<file path="src/inc/sdle_pkg.sv">
// package: constants and types for the serial diagnostic loopback/echo switch
package sdle_pkg;

  // ****************************************************************
  // misc_control_reg field positions and reset value
  // ****************************************************************
  localparam int unsigned      MISC_WIDTH     = 8;
  localparam int unsigned      MISC_LOOP_BIT  = 4;
  localparam int unsigned      MISC_ECHO_BIT  = 3;
  localparam logic [7:0]       MISC_RESET_VAL = 8'h00;

  // ****************************************************************
  // clocking figures
  // ****************************************************************
  localparam int unsigned      SYS_CLK_MHZ     = 200;
  localparam int unsigned      RECOV_CLK_MHZ   = 32;
  localparam int unsigned      PERIPH_CLK_MHZ  = 16;
  localparam int unsigned      RECOV_DUTY_PCT  = 50;
  localparam int unsigned      FM_OVERSAMPLE   = 16;
  localparam int unsigned      FM_MAX_KBPS     = 2000;
  localparam int unsigned      SYNC_STAGES     = 2;

  // ****************************************************************
  // data path modes
  // ****************************************************************
  typedef enum logic [1:0] {
    SDLE_NORMAL = 2'b00,
    SDLE_LOOP   = 2'b01,
    SDLE_ECHO   = 2'b11,
    SDLE_BOTH   = 2'b10
  } sdle_mode_t;

endpackage : sdle_pkg

</file>
<file path="src/inc/sdle_sync_if.sv">
// interface: pin samples handed from the synchroniser to the switch
interface sdle_sync_if;
  logic rx_data;
  logic carrier_detect;
  logic clear_to_send;
  logic rx_tx_clock;

  modport sync_side (output rx_data, output carrier_detect, output clear_to_send,
                     output rx_tx_clock);
  modport user_side (input rx_data, input carrier_detect, input clear_to_send,
                     input rx_tx_clock);
endinterface : sdle_sync_if

</file>
<file path="src/logic/sdle_pin_sync.sv">
// module: two-stage synchroniser for the serial channel's asynchronous pins
module sdle_pin_sync #(
  parameter int unsigned STAGES = sdle_pkg::SYNC_STAGES
) (
  // clock and reset
  input  wire logic      i_clk_sys,
  input  wire logic      i_rst_b,
  // raw pins
  input  wire logic      i_rx_data,
  input  wire logic      i_carrier_detect,
  input  wire logic      i_clear_to_send,
  input  wire logic      i_rx_tx_clock,
  // synchronised samples
  sdle_sync_if.sync_side o_sync
);

  // a single flop would hand a possibly metastable sample straight to logic
  if (STAGES < 2) begin : g_stages_chk
    $error("sdle_pin_sync: STAGES must be at least 2");
  end

  logic [STAGES-1:0] rx_q;
  logic [STAGES-1:0] cd_q;
  logic [STAGES-1:0] cts_q;
  logic [STAGES-1:0] clk_q;

  // idle line is mark (high); modem inputs idle inactive (high, active low pins)
  always_ff @(posedge i_clk_sys) begin
    if (!i_rst_b) begin
      rx_q  <= '1;
      cd_q  <= '1;
      cts_q <= '1;
      clk_q <= '0;
    end else begin
      rx_q  <= {rx_q[STAGES-2:0], i_rx_data};
      cd_q  <= {cd_q[STAGES-2:0], i_carrier_detect};
      cts_q <= {cts_q[STAGES-2:0], i_clear_to_send};
      clk_q <= {clk_q[STAGES-2:0], i_rx_tx_clock};
    end
  end

  assign o_sync.rx_data        = rx_q[STAGES-1];
  assign o_sync.carrier_detect = cd_q[STAGES-1];
  assign o_sync.clear_to_send  = cts_q[STAGES-1];
  assign o_sync.rx_tx_clock    = clk_q[STAGES-1];

endmodule : sdle_pin_sync

</file>
<file path="src/logic/sdle_switch.sv">
// module: loopback / auto echo data path switch of one serial channel

// Function
// - loopback bit D4 routes transmitter output to receiver; transmit pin still driven by transmitter.
// - in loopback, carrier detect and clear to send are not automatic enables.
// - clock recovery input always comes from the receive pin, never the receiver input.
// - echo bit D3 drives transmit pin from receive pin; receiver fed from receive pin.
// - in echo, clear to send ignored; transmitter output goes nowhere.
// - both bits set selects echo and ignores both automatic enables.
// - clock recovery runs from 32 MHz in FM sync and async modes, up to 2 mb/s.
module sdle_switch (
  // clock and reset
  input  wire logic                           i_clk_sys,
  input  wire logic                           i_rst_b,
  // control register write port
  input  wire logic                           i_misc_wr,
  input  wire logic [sdle_pkg::MISC_WIDTH-1:0] i_misc_wdata,
  // channel configuration
  input  wire logic                           i_auto_enables,
  // line pins
  input  wire logic                           i_rx_data_pin,
  input  wire logic                           i_carrier_detect_in_b,
  input  wire logic                           i_clear_to_send_in_b,
  input  wire logic                           i_rx_tx_clock_pin,
  output      logic                           o_tx_data_pin,
  // transmitter side
  input  wire logic                           i_tx_serial,
  input  wire logic                           i_tx_enable_sw,
  output      logic                           o_tx_enable,
  // receiver side
  input  wire logic                           i_rx_enable_sw,
  output      logic                           o_rx_serial,
  output      logic                           o_rx_enable,
  // clock recovery loop
  output      logic                           o_recov_data,
  output      logic                           o_recov_clock,
  // status
  output      logic [sdle_pkg::MISC_WIDTH-1:0] o_misc_control_reg,
  output      logic [1:0]                     o_mode
);

  // ****************************************************************
  // pin synchronisation
  // ****************************************************************
  // every pin, the clock pin included, goes through the two-flop chain
  sdle_sync_if sync_bus ();

  sdle_pin_sync #(
    .STAGES (sdle_pkg::SYNC_STAGES)
  ) u_sync (
    .i_clk_sys        (i_clk_sys),
    .i_rst_b          (i_rst_b),
    .i_rx_data        (i_rx_data_pin),
    .i_carrier_detect (i_carrier_detect_in_b),
    .i_clear_to_send  (i_clear_to_send_in_b),
    .i_rx_tx_clock    (i_rx_tx_clock_pin),
    .o_sync           (sync_bus.sync_side)
  );

  // ****************************************************************
  // elaboration checks
  // ****************************************************************
  // both mode bits must sit inside the stored register word
  if (sdle_pkg::MISC_LOOP_BIT >= sdle_pkg::MISC_WIDTH) begin : g_loop_bit_chk
    $error("sdle_switch: loopback bit lies outside the control register");
  end
  if (sdle_pkg::MISC_ECHO_BIT >= sdle_pkg::MISC_WIDTH) begin : g_echo_bit_chk
    $error("sdle_switch: echo bit lies outside the control register");
  end
  // distinct positions, or echo and loopback would alias each other
  if (sdle_pkg::MISC_LOOP_BIT == sdle_pkg::MISC_ECHO_BIT) begin : g_bits_chk
    $error("sdle_switch: loopback and echo bits share a position");
  end

  // ****************************************************************
  // control register
  // ****************************************************************
  logic [sdle_pkg::MISC_WIDTH-1:0] misc_control_reg;
  sdle_pkg::sdle_mode_t            mode;
  sdle_pkg::sdle_mode_t            next_mode;

  always_ff @(posedge i_clk_sys) begin
    if (!i_rst_b) begin
      misc_control_reg <= sdle_pkg::MISC_RESET_VAL;
    end else if (i_misc_wr) begin
      misc_control_reg <= i_misc_wdata;
    end
  end

  function automatic sdle_pkg::sdle_mode_t decode_mode(
    input logic loop_bit,
    input logic echo_bit
  );
    sdle_pkg::sdle_mode_t m;
    m = sdle_pkg::SDLE_NORMAL;
    case ({echo_bit, loop_bit})
      2'h0:    m = sdle_pkg::SDLE_NORMAL;
      2'h1:    m = sdle_pkg::SDLE_LOOP;
      2'h2:    m = sdle_pkg::SDLE_ECHO;
      2'h3:    m = sdle_pkg::SDLE_BOTH;
      default: m = sdle_pkg::SDLE_NORMAL;
    endcase
    return m;
  endfunction : decode_mode

  assign next_mode = decode_mode(misc_control_reg[sdle_pkg::MISC_LOOP_BIT],
                                 misc_control_reg[sdle_pkg::MISC_ECHO_BIT]);

  // registered so the path switch changes on a clean cycle boundary
  always_ff @(posedge i_clk_sys) begin
    if (!i_rst_b) begin
      mode <= sdle_pkg::SDLE_NORMAL;
    end else begin
      mode <= next_mode;
    end
  end

  // ****************************************************************
  // data path and enables
  // ****************************************************************
  logic next_tx_pin;
  logic next_rx_serial;
  logic next_tx_en;
  logic next_rx_en;
  logic cd_active;
  logic cts_active;

  assign cd_active  = !sync_bus.carrier_detect;
  assign cts_active = !sync_bus.clear_to_send;

  // a modem input gates the software enable only when automatic
  // enables are configured and the mode does not override them
  function automatic logic gate_enable(
    input logic sw_en,
    input logic auto_en,
    input logic modem_active
  );
    return sw_en && (!auto_en || modem_active);
  endfunction : gate_enable

  always_comb begin
    next_tx_pin    = i_tx_serial;
    next_rx_serial = sync_bus.rx_data;
    next_tx_en     = gate_enable(i_tx_enable_sw, i_auto_enables, cts_active);
    next_rx_en     = gate_enable(i_rx_enable_sw, i_auto_enables, cd_active);
    case (mode)
      sdle_pkg::SDLE_NORMAL: begin
        next_tx_pin    = i_tx_serial;
        next_rx_serial = sync_bus.rx_data;
      end
      sdle_pkg::SDLE_LOOP: begin
        // recovery data still comes from the pin, so the loop cannot lock here
        next_tx_pin    = i_tx_serial;
        next_rx_serial = i_tx_serial;
        next_tx_en     = i_tx_enable_sw;
        next_rx_en     = i_rx_enable_sw;
      end
      sdle_pkg::SDLE_ECHO: begin
        // transmitter output deliberately unused here
        next_tx_pin    = sync_bus.rx_data;
        next_rx_serial = sync_bus.rx_data;
        next_tx_en     = i_tx_enable_sw;
      end
      sdle_pkg::SDLE_BOTH: begin
        // echo wins; a diagnostic corner, not a normal operating mode
        next_tx_pin    = sync_bus.rx_data;
        next_rx_serial = sync_bus.rx_data;
        next_tx_en     = i_tx_enable_sw;
        next_rx_en     = i_rx_enable_sw;
      end
      default: begin
        next_tx_pin    = i_tx_serial;
        next_rx_serial = sync_bus.rx_data;
      end
    endcase
  end

  // both paths rest at mark in reset, so no false start bit appears
  always_ff @(posedge i_clk_sys) begin
    if (!i_rst_b) begin
      o_tx_data_pin <= 1'b1;
      o_rx_serial   <= 1'b1;
    end else begin
      o_tx_data_pin <= next_tx_pin;
      o_rx_serial   <= next_rx_serial;
    end
  end

  // enables reset low; with auto enables set they stay low while the sync chain flushes after reset
  always_ff @(posedge i_clk_sys) begin
    if (!i_rst_b) begin
      o_tx_enable <= 1'b0;
      o_rx_enable <= 1'b0;
    end else begin
      o_tx_enable <= next_tx_en;
      o_rx_enable <= next_rx_en;
    end
  end

  // ****************************************************************
  // clock recovery source
  // ****************************************************************
  // the pin is sampled, so a 32 MHz recovery clock is resolved at 200 MHz;
  // the loop itself sits outside this block and runs at sixteen per bit
  always_ff @(posedge i_clk_sys) begin
    if (!i_rst_b) begin
      o_recov_data  <= 1'b1;
      o_recov_clock <= 1'b0;
    end else begin
      o_recov_data  <= sync_bus.rx_data;
      o_recov_clock <= sync_bus.rx_tx_clock;
    end
  end

  assign o_misc_control_reg = misc_control_reg;
  assign o_mode             = mode;

endmodule : sdle_switch

</file>
<file path="config.mk">
export PLATFORM = sky130hd
export DESIGN_NAME = sdle_switch
export DESIGN_NICKNAME = d
export VERILOG_FILES = /design/src/inc/sdle_pkg.sv /design/src/inc/sdle_sync_if.sv /design/src/logic/sdle_pin_sync.sv /design/src/logic/sdle_switch.sv
export SDC_FILE = /design/constraint.sdc
export NUM_CORES = 1
export LEC_CHECK = 0
export BUFFER_PORTS_ARGS = -buffer_cell sky130_fd_sc_hd__buf_2
export CORE_MARGIN = 2
export CORE_UTILIZATION = 30
export DETAILED_ROUTE_END_ITERATION = 10
export PLACE_DENSITY = 0.53
export REMOVE_ABC_BUFFERS = 1
export SLEW_MARGIN = 10
export SYNTH_ARGS = -nofsm -noshare
export SYNTH_HDL_FRONTEND = slang
export SYNTH_HIERARCHICAL = 1
export SYNTH_SLANG_ARGS = --single-unit
</file>
<file path="constraint.sdc">
create_clock -name i_clk_sys -period 1.8 [get_ports i_clk_sys]
set_clock_uncertainty 0.2 [all_clocks]
set_input_delay 0.18 -clock i_clk_sys [delete_from_list [all_inputs] [get_ports i_clk_sys]]
set_output_delay 0.18 -clock i_clk_sys [all_outputs]
set_load 0.02 [all_outputs]
</file>
==> flow_summary.toml <==
[outcome]
status = "finished clean"

[finish]
n_antenna_cell = 0
n_fill_cell = 258
largest_reg_flops = 8
nNetsFinal = 153
regArea_um2 = 482
finish.utilization = 0.459
multiInputGateArea_um2 = 330
drive_above_1_share = 0.315
syn_to_final_growth_pct = 47.1

[synthesis]
synth_top_cell_by_area = "dfxtp_1"
ys_seq_elements = 24
synth_area_leaders = "dfxtp_1, mux2i_1, ha_1, nor2b_1, nand2b_1"
yosys.area.top_type_share = 0.564
synthesis.area_um2 = 852
syn_area_per_cell_um2 = 11.7
synth_cell_type_count = 14
seq_area_frac_synth = 0.564
syn_inst = 73
yosysWarningCount = 6

[sta]
fin_crit_sh = 0.944
rsz0062_at_grt = "false"
period_needed_ns = 1.70
final.setup.tns_ns = 0
hold_ws_ns = 0.0114
timing.fmax_mhz = 588
worst_slew_pin_slew_ns = 0.342
setup_viol_count_final = 0
hold_viol_final = 0
finalMaxSlewViolations = 0
slew_headroom = 0.772

[clock_tree]
cts_tree = "built"
cts_sinks = 24
cts_buffer_depth = 2
ctsRootBufferMaster = "clkbuf_4"
clkLatencyLatePin_ns = 0.31
h-tree-depth = 1
path_clk_slew_ns = 0.13
numCtsBuffers = 3

[grt]
grt_max_degree = 25
grt_pass1_vias = 663
antenna_found_initial = 0
grt_usage = 0.103
grt_pass1_wl_um = 2570
overflow = 0

[floorplan]
die_w_um = 57.3
core-area_um2 = 2730
die_h_um = 57.3
start_util = 0.312
die_area_um2 = 3280
io_pins = 35
rows = 19

[setup_path]
reg2regPathDepth = 5
path_max_fanout = 4
r2r_end = "o_rx_serial"
worstPathCellList = "inv_1, ha_1, mux2i_1, nand2_1, dlygate4sd3_1"
r2r_slack_ns = 0.10
r2r-start = "o_mode[1]"
cp_data_required_time_ns = 1.82
cp-end-kind = "register"
cpMaxStageDelayCell = "dlygate4sd3_1"
critical_path_arrival_ns = 1.71
slowest_delay_ns = 0.55
cp_top_family = "buffers and inverters"
path_class = "reg2reg"
cp.buffers_inverters = 2
cp-start-kind = "register"

[power_and_ir_drop]
vdd_drop_max_mv = 0.625
p_leak_nw = 0.603
p_per_area_nw_per_um2 = 794

[min_path]
holdPathStages = 2
holdCritPathClass = "in2reg"
hold-path-endpoint = "u_sync/rx_q[1]"
hp-start = "i_rst_b"

[drt]
drt-initial-drc-count = 10
drcViolationCount = 0
vias_per_cell = 4.24
drtPass1Iterations = 2
totalWireLength_um = 1500
routedWlPerCell_um = 9.50
antenna_left = 0
vias = 670

[placed_design]
portBuffers = 34
place_congestion = 0.725
hpwl_um = 956

[job]
maxCapViolations = 0
==> layout make-up <==
cell class | instances | area share
tap | 31 | 0.0309
sequential | 24 | 0.384
timing repair buffer | 52 | 0.277
multi-input combinational | 42 | 0.263
clock buffer | 4 | 0.0289
inverter | 5 | 0.0150
==> how the worst max path moves through the flow <==
| stage | from | end | slack (ns) | cells after the start |
|---|---|---|---|---|
| 6_report | o_mode[1] | o_rx_serial | 0.10 | 5 |
| 5_1_grt | o_mode[1] | o_rx_serial | 0.003 | 5 |
| 4_1_cts | o_mode[1] | o_rx_serial | 0.05 | 5 |
| 3_5_place_dp | o_mode[0] | o_tx_data_pin | 0.54 | 4 |
| 3_3_place_gp | o_mode[0] | o_tx_data_pin | 0.59 | 4 |
| 2_1_floorplan | o_mode[0] | o_tx_data_pin | 0.46 | 4 |
==> kinds of logic (layout without fill, tap and decap cells) <==
| logic type | after synthesis | in the layout | synth area share |
|---|---|---|---|
| multiplexers | 9 | 9 | 0.106 |
| adder cells (fa/ha/maj) | 6 | 6 | 0.0881 |
| flip-flops | 24 | 24 | 0.564 |
| AO/OA/AOI/OAI | 5 | 5 | 0.0396 |
| AND/OR/NAND/NOR | 22 | 22 | 0.154 |
| buffers and inverters | 7 | 61 | 0.0485 |
==> worst reg2reg max path, delay by kind of cell (launching register included) <==
kind | cells | cell delay (ns)
adders and majority gates | 1 | 0.17
buffers and inverters | 2 | 0.62
DFF | 1 | 0.36
muxes | 1 | 0.19
and+or+nand+nor | 1 | 0.06
==> cells in the final DEF (no fill, tap or decap), types with 2 or more instances in the layout <==
| master | count |
|---|---|
| dlygate4sd3_1 | 17 |
| dfxtp_1 | 23 |
| a31oi_1 | 2 |
| nor2b_1 | 9 |
| inv_1 | 5 |
| nand2b_1 | 6 |
| mux2i_1 | 9 |
| and2_1 | 3 |
| ha_1 | 6 |
| nand2_1 | 3 |
| buf_2 | 34 |
| clkbuf_4 | 3 |
==> repair_timing <==
| item | CTS | global route |
|---|---|---|
| resized for setup | 0 | 1 |
| setup endpoints to repair | 0 | 1 |
| hold endpoints to repair | 16 | 0 |
| hold buffers | 17 | 0 |
| buffers inserted | 0 | 1 |
==> per-stage QoR <==
step	area, µm²	total power, W	worst slack (ns)	instances
final	1250	0.000996	0.101	158
after CTS	1240	0.00102	0.0463	157
after detailed placement	1040	0.000703	0.543	136
after floorplan	830	0.000647	0.459	71
after global placement	1040	0.000700	0.586	136
after global routing	1250	0.00106	0.00283	158
==> power by group <==
part	internal, W	total [W]	switching (W)
clock network	0.000124	0.000277	0.000154
logic	0.0000792	0.000148	0.0000685
registers	0.000559	0.000571	0.0000115
==> routing by layer <==
layer	up-vias	GRT usage	part of all wire
met5	-	0	0
met4	0	0.0399	0.0067
met3	2	0.0522	0.073
met2	29	0.181	0.50
met1	296	0.104	0.42
li1	343	-	-
==> synthesized netlist by cell type <==
cell,instances
a31oi_1,2
or2b_1,1
o21ai_0,1
buf_6,2
nand2b_1,6
mux2i_1,9
and2_1,3
ha_1,6
nor2b_1,9
inv_1,5
dfxtp_1,24
o21a_1,1
nand2_1,3
o311ai_0,1
Note: power is estimated with default switching activity, not from simulation.
